[src/design/wdpc_pkg.sv]
/*
  wdpc_pkg: constants shared by the watchdog and power-down control block.
  Assumes one 250 MHz clock; all counts are in cycles of that clock.
*/
package wdpc_pkg;
  // register map of the plain register port
  localparam logic [1:0] addr_ctl_high = 2'h0;
  localparam logic [1:0] addr_status = 2'h1;
  localparam logic [1:0] addr_pin_cfg = 2'h2;
  // timer control-high fields
  localparam int halt_wdt_bit = 7;
  localparam int period_msb = 6;
  localparam int period_lsb = 4;
  localparam int stop_dis_bit = 3;
  localparam logic [7:0] ctl_high_reset = 8'h98;
  localparam logic [7:0] ctl_high_upper_mask = 8'hF8;
  // status and pin configuration fields
  localparam int stop_flag_bit = 0;
  localparam int pin_input_bit = 0;
  localparam int pin_recov_bit = 1;
  // opcodes
  localparam logic [7:0] op_halt = 8'h7F;
  localparam logic [7:0] op_stop = 8'h6F;
  localparam logic [15:0] restart_addr = 16'h0020;
  // watchdog periods, crystal periods
  localparam logic [2:0] period_off = 3'h0;
  localparam logic [23:0] wdt_p1 = 24'h010000;
  localparam logic [23:0] wdt_p2 = 24'h020000;
  localparam logic [23:0] wdt_p3 = 24'h040000;
  localparam logic [23:0] wdt_p4 = 24'h080000;
  localparam logic [23:0] wdt_p5 = 24'h100000;
  localparam logic [23:0] wdt_p6 = 24'h200000;
  localparam logic [23:0] wdt_p7 = 24'h800000;
  // power-on delay: 128 crystal periods plus oscillator start of at most 5
  localparam int crystal_period_ns = 4;
  localparam int clk_period_ns = 4;
  localparam int por_periods = 128;
  localparam int ost_periods = 5;
  localparam int power_on_delay_ns = (por_periods + ost_periods) * crystal_period_ns;
  localparam int power_on_cycles = (power_on_delay_ns + clk_period_ns - 1) / clk_period_ns;
  // recovery pulse width, least 25 ns
  localparam int recovery_pulse_width_ns = 25;
  localparam int recovery_cycles = (recovery_pulse_width_ns + clk_period_ns - 1) / clk_period_ns;
  typedef enum logic [2:0] {
    st_boot = 3'b000,
    st_run = 3'b001,
    st_halt = 3'b010,
    st_stop = 3'b011,
    st_wait = 3'b100
  } wdpc_state_type;
endpackage : wdpc_pkg

[src/design/wdpc_top.sv]
/*
  wdpc_top: watchdog configuration and HALT/STOP power-down control.
  Assumes the core reports each decoded opcode with a one-cycle strobe and
  an instruction-retire strobe, and honours cpu_clock_en_o and restart_o.
*/
// Local design decisions: the register addresses and the strobed register port.
// Function
// - upper five control-high bits writable only during first instruction after reset
// - three-bit period field selects watchdog time-out; 000 disables
// - period field resets to 001, shortest time-out
// - bit 7 lets watchdog reset the part during HALT
// - bit 3 resets set; set makes STOP a no-operation
// - HALT stops CPU clock, oscillator keeps timers and interrupts running
// - opcode 7F enters HALT, 6F enters STOP, no preceding nop needed
// - interrupt wakes HALT, service routine then resume after HALT
// - HALT ended by reset or watchdog restarts at 0020H
// - STOP shuts down oscillator and system clock
// - STOP left only by power-on reset or recovery; restart 0020H, flag set
// - reading STOP flag leaves it; software must clear it
// - low on recovery pin triggers recovery when configured as input and function
// - recovery waits power-on delay before executing at 20h
// - pin recovery keeps control registers at current values
`timescale 1ns/1ps
module wdpc_top (
  input wire logic clock_i,
  input wire logic resetn_i,
  input wire logic [1:0] addr_i,
  input wire logic [7:0] wdata_i,
  input wire logic write_i,
  input wire logic read_i,
  output logic [7:0] rdata_o,
  input wire logic opcode_valid_i,
  input wire logic [7:0] opcode_i,
  input wire logic instr_done_i,
  input wire logic irq_i,
  input wire logic recovery_input_pin_i,
  output logic cpu_clock_en_o,
  output logic osc_en_o,
  output logic sys_clock_en_o,
  output logic restart_o,
  output logic [15:0] restart_addr_o,
  output logic irq_wake_o,
  output logic wdt_reset_o,
  output logic halted_o,
  output logic stopped_o
);
  wdpc_pkg::wdpc_state_type state;
  wdpc_pkg::wdpc_state_type next_state;
  logic [7:0] ctl_high;
  logic [1:0] pin_cfg;
  logic stop_flag;
  logic first_instr;
  logic [7:0] rdata;
  logic restart;
  logic irq_wake;
  logic wdt_reset;
  logic [7:0] wait_cnt;

  // register port decode
  wire wr_ctl = write_i && (addr_i == wdpc_pkg::addr_ctl_high);
  wire wr_status = write_i && (addr_i == wdpc_pkg::addr_status);
  wire wr_pin = write_i && (addr_i == wdpc_pkg::addr_pin_cfg);
  wire [2:0] period = ctl_high[wdpc_pkg::period_msb:wdpc_pkg::period_lsb];
  wire halt_wdt_en = ctl_high[wdpc_pkg::halt_wdt_bit];
  wire stop_disabled = ctl_high[wdpc_pkg::stop_dis_bit];

  // opcode decode
  wire dec_halt = opcode_valid_i && (opcode_i == wdpc_pkg::op_halt) && (state == wdpc_pkg::st_run);
  wire dec_stop = opcode_valid_i && (opcode_i == wdpc_pkg::op_stop) && (state == wdpc_pkg::st_run)
    && !stop_disabled;

  // watchdog period select
  logic [23:0] wdt_terminal;
  always_comb begin
    case (period)
      3'h1: wdt_terminal = wdpc_pkg::wdt_p1;
      3'h2: wdt_terminal = wdpc_pkg::wdt_p2;
      3'h3: wdt_terminal = wdpc_pkg::wdt_p3;
      3'h4: wdt_terminal = wdpc_pkg::wdt_p4;
      3'h5: wdt_terminal = wdpc_pkg::wdt_p5;
      3'h6: wdt_terminal = wdpc_pkg::wdt_p6;
      3'h7: wdt_terminal = wdpc_pkg::wdt_p7;
      default: wdt_terminal = 24'h000000;
    endcase
  end

  // watchdog runs in RUN, and in HALT only when bit 7 is set
  wire wdt_active = (period != wdpc_pkg::period_off) && ((state == wdpc_pkg::st_run) ||
    ((state == wdpc_pkg::st_halt) && halt_wdt_en));
  wire wdt_hit;
  wdpc_counter #(
    .width(24)
  ) u_watchdog_timer (
    .clock_i(clock_i),
    .resetn_i(resetn_i),
    .clear_i(!wdt_active || restart),
    .count_i(wdt_active),
    .terminal_i(wdt_terminal),
    .hit_o(wdt_hit)
  );

  // recovery pin qualifier, armed only in STOP when configured
  wire recov_armed = (state == wdpc_pkg::st_stop) && pin_cfg[wdpc_pkg::pin_input_bit]
    && pin_cfg[wdpc_pkg::pin_recov_bit];
  wire recov_seen;
  wdpc_sync_filter #(
    .cycles(wdpc_pkg::recovery_cycles)
  ) u_stop_recovery (
    .clock_i(clock_i),
    .resetn_i(resetn_i),
    .enable_i(recov_armed),
    .level_n_i(recovery_input_pin_i),
    .seen_o(recov_seen)
  );

  wire wait_done = (wait_cnt == 8'(wdpc_pkg::power_on_cycles - 1));

  // power state sequencing
  always_comb begin
    next_state = state;
    case (state)
      wdpc_pkg::st_boot: next_state = wdpc_pkg::st_run;
      wdpc_pkg::st_run: begin
        if (wdt_hit) begin
          next_state = wdpc_pkg::st_run;
        end else if (dec_halt) begin
          next_state = wdpc_pkg::st_halt;
        end else if (dec_stop) begin
          next_state = wdpc_pkg::st_stop;
        end
      end
      wdpc_pkg::st_halt: begin
        if (wdt_hit || irq_i) begin
          next_state = wdpc_pkg::st_run;
        end
      end
      wdpc_pkg::st_stop: begin
        if (recov_seen) begin
          next_state = wdpc_pkg::st_wait;
        end
      end
      wdpc_pkg::st_wait: begin
        if (wait_done) begin
          next_state = wdpc_pkg::st_run;
        end
      end
      default: next_state = wdpc_pkg::st_boot;
    endcase
  end

  // state register and power-on delay counter
  always_ff @(posedge clock_i or negedge resetn_i) begin
    if (!resetn_i) begin
      state <= wdpc_pkg::st_boot;
      wait_cnt <= 8'h00;
    end else begin
      state <= next_state;
      wait_cnt <= (state == wdpc_pkg::st_wait) ? wait_cnt + 8'h01 : 8'h00;
    end
  end

  // first-instruction window after reset
  always_ff @(posedge clock_i or negedge resetn_i) begin
    if (!resetn_i) begin
      first_instr <= 1'b1;
    end else if (instr_done_i && state != wdpc_pkg::st_boot) begin
      first_instr <= 1'b0;
    end
  end

  // control-high: upper five bits only in the window, reserved bits held zero
  wire upper_ok = first_instr && wr_ctl;
  wire [7:0] next_ctl_high = upper_ok ? (wdata_i & wdpc_pkg::ctl_high_upper_mask) : ctl_high;
  always_ff @(posedge clock_i or negedge resetn_i) begin
    if (!resetn_i) begin
      ctl_high <= wdpc_pkg::ctl_high_reset;
    end else begin
      ctl_high <= next_ctl_high;
    end
  end

  // pin configuration
  always_ff @(posedge clock_i or negedge resetn_i) begin
    if (!resetn_i) begin
      pin_cfg <= 2'h0;
    end else if (wr_pin) begin
      pin_cfg <= wdata_i[1:0];
    end
  end

  // stop flag: recovery sets and wins over a software clear; reads leave it
  wire set_flag = (state == wdpc_pkg::st_wait) && wait_done;
  always_ff @(posedge clock_i or negedge resetn_i) begin
    if (!resetn_i) begin
      stop_flag <= 1'b0;
    end else if (set_flag) begin
      stop_flag <= 1'b1;
    end else if (wr_status && !wdata_i[wdpc_pkg::stop_flag_bit]) begin
      stop_flag <= 1'b0;
    end
  end

  // read mux
  wire [7:0] rd_mux = (addr_i == wdpc_pkg::addr_ctl_high) ? ctl_high :
    (addr_i == wdpc_pkg::addr_status) ? {7'h00, stop_flag} :
    (addr_i == wdpc_pkg::addr_pin_cfg) ? {6'h00, pin_cfg} : 8'h00;

  // read data, restart and wake pulses
  always_ff @(posedge clock_i or negedge resetn_i) begin
    if (!resetn_i) begin
      rdata <= 8'h00;
      restart <= 1'b0;
      irq_wake <= 1'b0;
      wdt_reset <= 1'b0;
    end else begin
      rdata <= read_i ? rd_mux : 8'h00;
      restart <= wdt_hit || set_flag || (state == wdpc_pkg::st_boot);
      irq_wake <= (state == wdpc_pkg::st_halt) && irq_i && !wdt_hit;
      wdt_reset <= wdt_hit;
    end
  end

  // clock gating outputs
  assign cpu_clock_en_o = (state == wdpc_pkg::st_run);
  assign osc_en_o = (state != wdpc_pkg::st_stop);
  assign sys_clock_en_o = (state != wdpc_pkg::st_stop) && (state != wdpc_pkg::st_wait);
  assign restart_o = restart;
  assign restart_addr_o = wdpc_pkg::restart_addr;
  assign irq_wake_o = irq_wake;
  assign wdt_reset_o = wdt_reset;
  assign halted_o = (state == wdpc_pkg::st_halt);
  assign stopped_o = (state == wdpc_pkg::st_stop);
  assign rdata_o = rdata;
endmodule : wdpc_top

[src/design/wdpc_counter.sv]
/*
  wdpc_counter: up counter with clear and terminal compare.
  Assumes clear has priority and a terminal of zero never hits.
*/
`timescale 1ns/1ps
module wdpc_counter #(
  parameter int width = 24
) (
  input wire logic clock_i,
  input wire logic resetn_i,
  input wire logic clear_i,
  input wire logic count_i,
  input wire logic [width-1:0] terminal_i,
  output logic hit_o
);
  logic [width-1:0] count;
  logic [width-1:0] next_count;

  // next value and terminal compare
  assign next_count = clear_i ? '0 : (count_i ? count + 1'b1 : count);
  assign hit_o = count_i && !clear_i && (terminal_i != '0) && (count + 1'b1 == terminal_i);

  // count register
  always_ff @(posedge clock_i or negedge resetn_i) begin
    if (!resetn_i) begin
      count <= '0;
    end else begin
      count <= next_count;
    end
  end
endmodule : wdpc_counter

[src/design/wdpc_sync_filter.sv]
/*
  wdpc_sync_filter: qualifies a low level on the recovery pin for a least width.
  Assumes the pin input is synchronous to the clock.
*/
`timescale 1ns/1ps
module wdpc_sync_filter #(
  parameter int cycles = 7
) (
  input wire logic clock_i,
  input wire logic resetn_i,
  input wire logic enable_i,
  input wire logic level_n_i,
  output logic seen_o
);
  logic [7:0] width_cnt;

  // count consecutive low cycles while enabled
  always_ff @(posedge clock_i or negedge resetn_i) begin
    if (!resetn_i) begin
      width_cnt <= 8'h00;
    end else if (!enable_i || level_n_i) begin
      width_cnt <= 8'h00;
    end else if (width_cnt != 8'(cycles)) begin
      width_cnt <= width_cnt + 8'h01;
    end
  end

  assign seen_o = (width_cnt == 8'(cycles));
endmodule : wdpc_sync_filter

[config.mk]
export PLATFORM = sky130hd
export DESIGN_NAME = wdpc_top
export DESIGN_NICKNAME = d
export VERILOG_FILES = /design/src/design/wdpc_pkg.sv /design/src/design/wdpc_top.sv /design/src/design/wdpc_counter.sv /design/src/design/wdpc_sync_filter.sv
export SDC_FILE = /design/constraint.sdc
export NUM_CORES = 1
export LEC_CHECK = 0
export ABC_CLOCK_PERIOD_IN_PS = 3150
export BUFFER_PORTS_ARGS = -buffer_cell sky130_fd_sc_hd__buf_4
export CAP_MARGIN = 0
export CORE_MARGIN = 8
export CORE_UTILIZATION = 50
export CTS_CLUSTER_SIZE = 28
export DETAILED_ROUTE_END_ITERATION = 6
export PLACE_DENSITY = 0.73
export SYNTH_ARGS = -nofsm -noshare
export SYNTH_HDL_FRONTEND = slang
export SYNTH_SLANG_ARGS = --single-unit
[constraint.sdc]
create_clock -name clock_i -period 3.15 [get_ports clock_i]
set_clock_uncertainty 0.15 [all_clocks]
set_input_delay 0.4725 -clock clock_i [delete_from_list [all_inputs] [get_ports clock_i]]
set_output_delay 0.4725 -clock clock_i [all_outputs]
set_load 0.01 [all_outputs]
* Word level (Yosys, flattened, before mapping)
Cells that the tools add are included. Widths: inputs -> output; s select.
Operators by class: reductions and logical operators 43, add/sub/neg operators 3, eq/ne operators 25, mux-type cells 19
Operators with widths (number):
- $pmux 24 s7 | 1
- $mux 24 | 2
- $mux 8 | 5
- $add 24x1->24 const B | 1
- $eq 24x24->1 | 1
- $reduce_bool 24->1 | 1
- $logic_and 1x1->1 | 22
- $mux 3 | 6
- $add 8x1->8 const B | 2
- $eq 8x7->1 const B | 2
- $eq 3x3->1 const B | 5
- $pmux 3 s5 | 1
- $eq 3x2->1 const B | 4
- $eq 8x3->1 const B | 1
- $eq 8x8->1 const B | 1
- $ne 8x3->1 const B | 1
- $eq 3x1->1 const B | 2
- $logic_not 1->1 | 6
- $logic_or 1x1->1 | 6
- $reduce_bool 2->1 | 3
- $reduce_bool 3->1 | 2
- $mux 2 | 2
- $ne 2x1->1 const B | 2
- $ne 4x1->1 const B | 1
- other kinds (9) | 10
Word-level totals: output and inout port bits 32, bits of input ports 26, logic and storage cells 102, flip-flop bits (word level) 63

* Longest topological paths before layout
depth after elaboration 13, mapped depth 10, mapped depth without buffers 9

* Hierarchy
From an unflattened synthesis, not the netlist that was laid out.
Unflattened totals: cell total of the unflattened synthesis 427, area, all modules 3992.6 um^2
By module, submodules not included:
- wdpc_counter | sequential area each 600.6 um^2, instances 1, cells an instance 235, area each 1994.4 um^2
- wdpc_top | sequential area each 755.7 um^2, instances 1, cells an instance 149, area each 1577.8 um^2
- wdpc_sync_filter | sequential area each 200.2 um^2, instances 1, cells an instance 43, area each 420.4 um^2

* Worst setup path after synthesis
OpenSTA, ideal clock, no wires.
path kind reg2reg, start register u_watchdog_timer.count[0], end register state[0], library setup time 0.139 ns, stages on the path, launching flop included 11, buffers on the path 1, data required time 2.861 ns, period minus slack after synthesis 3.014 ns, data arrival time 2.726 ns, setup slack 0.136 ns, path through dfrtp_1 -> ha_1 -> nand4_2 -> or4_1 -> buf_2 -> or3_1 -> nand3_1 -> a2111oi_0 -> nor4bb_1 -> and3_1 -> or4b_1
Between the ends: longest elaborated chain between the ends 6, elaborated cells between the ends (all ways) 9, classes of those cells add/sub: 1; eq/ne: 3; mux: 2; reduce/logical: 3
Ends and longest elaborated chain:
- from (decl) | RTL line wdpc_counter.sv:16 | logic [width-1:0] count;
- from (signal assigned) | RTL line wdpc_counter.sv:28 | count <= next_count;
- $add 24x1->24 (*) | RTL line wdpc_counter.sv:21 | assign hit_o = count_i && !clear_i && (terminal_i != '0) && (count + 1'b1 == terminal_i);
- $eq 24x24->1 (*) | RTL line wdpc_counter.sv:21
- $logic_and 1x1->1 (*) | RTL line wdpc_counter.sv:21
- $logic_or 1x1->1 | RTL line wdpc_top.sv:133 | if (wdt_hit || irq_i) begin
- $ne 2x1->1 (no line)
- $reduce_and 4->1 (no line)
- to (signal assigned) | RTL line wdpc_top.sv:154 | state <= wdpc_pkg::st_boot;
- to (signal assigned) | RTL line wdpc_top.sv:157 | state <= next_state;
- to (decl) | RTL line wdpc_top.sv:47 | wdpc_pkg::wdpc_state_type state;
Mark *: on every way between the ends. The rest lies on a longest branch, timed or not. A chain may end at the register's enable or synchronous reset.

* Worst setup path after layout
start register u_watchdog_timer.count[15], end register state[0]
Same word-level chain as after synthesis.

==> flow_summary.yaml <==
power_and_ir_drop:
  vdd_ir_drop_max_uv: 240
  swShare_pct: 25.6
  leakage_nw: 1.88
  pwr-share-seq_pct: 47.4
  power.internal_mw: 1.33
  p_sw_mw: 0.458
  p_comb_share_pct: 14.6
  clockPowerShare_pct: 38.0
  power.density_mw_per_mm2: 422
logic_synthesis:
  synth-edff-count: 0
  synthMuxAreaShare_pct: 3.69
  yosysSeqAreaShare_pct: 43.3
  synthAdderAreaFrac_pct: 1.39
  async_flop_share_pct: 100
  syn_area_per_cell_um2: 9.25
  yosysTopAreaCell: "dfrtp_1"
  synth.area.top_cells: "dfrtp_1 (40%), nor2_1 (5.3%), xnor2_1 (4.1%)"
  yosys_register_bits: 62
  synth_top_family_by_area: "simple AND/OR/NAND/NOR gates"
  synth.distinct_cells: 63
  synth-main-ff-cell: "dfrtp_1"
  syn_area_mm2: 0.00360
  synthSimpleGateAreaFrac_pct: 27.5
  synth_xor_area_share_pct: 8.03
  synth_compound_area_share_pct: 9.08
  syn_inst: 389
  synth_warnings: 0
  synth_top_area_share_pct: 40.3
worst_setup_path:
  worst_setup_path_start_kind: "flop"
  path_class: "flop to flop"
  endpoint_kind: "flop"
  crit_fanout: 6
  arrival_ns: 3.06
  cp.required_ns: 3.21
global_routing:
  overflow: 0
  grt_use_met3_pct: 4.42
  met2_usage_pct: 25.5
  grt_pass1_wl_um: 12900
  first_global_vias: 2776
  antenna_found_initial: 0
  grt-busiest-layer: "met2"
  met1_usage_pct: 19.9
  track_usage_pct: 15.8
  grt_max_degree: 63
place:
  place.gp.congestion: 0.931
  dp_cells: 527
  numPortBuffers: 39
  dp_hpwl_um: 5650
route:
  ant_nets: 0
  dr.pass1.iters: 4
  via_per_inst: 5.29
  wl_per_cell_um: 14.2
  post-route-drc-count: 0
  routed_wirelength_um: 7690
  drt_iter0_drc: 182
  via_count: 2873
timing:
  final_hold_viol_count: 0
  drv_slew: 0
  tns_ns: 0
  setup_viol: 0
  finalCritPeriodShare_pct: 95.2
  fin_crit_ns: 3.00
  max_freq_ghz: 0.333
  tightest_slew_ns: 0.803
  relSlewSlack_pct: 46.1
  rsz0062_at_grt: "false"
cts:
  htreeDepth: 3
  clk_pin_slew_ns: 0.07
  cts_hold_buf: 0
  cts_made_buffers: 9
  cts_tree: "done"
  clk_latency_ns: 0.33
  cts_root_buffer: "clkbuf_8"
  cts_num_sinks: 62
  clk_path_buf_depth: 2
die:
  rows: 31
  die_area_mm2: 0.0102
  die_y_um: 101
  fp.dieW_um: 101
  start_util_pct: 50.7
  core_mm2: 0.00710
  pin_count: 58
layout:
  area_delta_synth_final_pct: 17.7
  final_cells: 543
  n_fill_cell: 618
  drive_gt1_share_pct: 22.7
  final_cell_mix: "buf_4 (61), dfrtp_1 (55), nor2_1 (51)"
  layout_commonest_cell: "buf_4"
  diodes: 0
  final_nets: 470
worst_hold_path:
  hold_path_class: "input port to async pin"
status:
  outcome: "completed"
run:
  max_cap_viol_count: 0
final cells by class:
cell class                 instances  area (um2)  share of cell area (%)
tap                               99         124                    2.93
multi-input combinational        296        1870                    44.1
inverter                          10        37.5                   0.887
sequential                        62        1560                    36.8
clock inverter                     4        47.5                    1.12
timing repair buffer              61         458                    10.8
clock buffer                      11         141                    3.34
stage by stage:
stage                     hold WS, ns  cell area, um2  util, %  worst slack, ns  power (mW)
after global routing            0.125            4230     59.7           0.0204        1.88
after global placement          0.308            4020     56.6            0.118        1.12
after CTS                      0.0853            4210     59.3           0.0686        1.81
after floorplan                0.0269            3650        -            0.136        1.01
final                          0.0597            4230     59.7            0.150        1.79
after detailed placement        0.325            4020     56.6           0.0763        1.12
power by group through the flow:
stage	combinational (mW)	sequential (mW)	clock (mW)
finish	0.261	0.846	0.679
global route	0.291	0.850	0.735
CTS	0.263	0.846	0.698
detailed placement	0.263	0.861	0
global placement	0.257	0.861	0
floorplan	0.163	0.849	0
state kept, by name, summed over array words and instances, names as in the netlist, 2 cells and up:
name                       count
pin_cfg                        2
rdata_o                        7
state                          3
u_stop_recovery.width_cnt      8
ctl_high                       5
u_watchdog_timer.count        24
wait_cnt                       8
cell families (layout without fill, tap and decap cells):
logic type / Yosys count / count (layout)
other: 2 / 17
DFF: 62 / 62
AOI/OAI and AO/OA: 48 / 48
xor gates and xnor gates: 33 / 33
muxes: 12 / 12
adders and majority gates: 4 / 4
and+or+nand+nor: 182 / 182
buffers and inverters: 46 / 86
worst paths after layout:
check,from,endpoint,slack [ns],depth (start not counted)
hold reg to reg,u_watchdog_timer.count[0]$_DFFE_PN0P_,u_watchdog_timer.count[0]$_DFFE_PN0P_,0.33,1
setup reg to reg,u_watchdog_timer.count[15]$_DFFE_PN0P_,state[0]$_DFFE_PN0P_,0.15,8
min in group clock_i,wdata_i[6],ctl_high[6]$_DFFE_PN0P_,0.22,2
max in group asynchronous,resetn_i,u_watchdog_timer.count[7]$_DFFE_PN0P_,2.21,1
setup / recovery,u_watchdog_timer.count[15]$_DFFE_PN0P_,state[0]$_DFFE_PN0P_,0.15,8
hold / removal,resetn_i,u_stop_recovery.width_cnt[5]$_DFFE_PN0P_,0.06,1
worst max-delay path, stage by stage, from the launching register on:
cell,delay (ns)
dfrtp_1,0.44
nand4_1,0.20
or2_2,0.36
nor4_2,0.25
xnor2_1,0.21
mux2_2,0.37
a22o_1,0.25
and3_1,0.14
or4b_1,0.50
synth_stat cells (3+ instances only):
cell type   n
nand2_1    25
buf_4      17
nor3_1     12
xor2_1     16
or3_1       5
ha_1        4
nand2b_1    4
dfstp_2     4
inv_1      10
a21oi_1     7
o21ai_0    13
nand4_1     6
nor4_1      4
nand3_1    20
nand4b_1    4
buf_2       9
nor2_1     51
dfrtp_1    58
and3_1     12
nor2b_1     4
nand3b_1    5
o211ai_1    3
xnor2_1    17
nor3b_1     5
clkbuf_1   10
and2_1      8
mux2_2      9
layer usage:
metal | vias up | part of all wire [%] | wire [um]
met5 | - | 0 | 0
met1 | 1387 | 45 | 3470
met3 | 10 | 5.3 | 408
li1 | 1419 | - | -
met2 | 57 | 48 | 3730
met4 | 0 | 1.2 | 90
timing repair:
action                                  4_1_cts  5_1_grt
setup buffers                                 0        1
endpoints found under the setup margin        0        2
gates resized for setup                       0        6
Note: power is estimated with default switching activity, not from simulation.
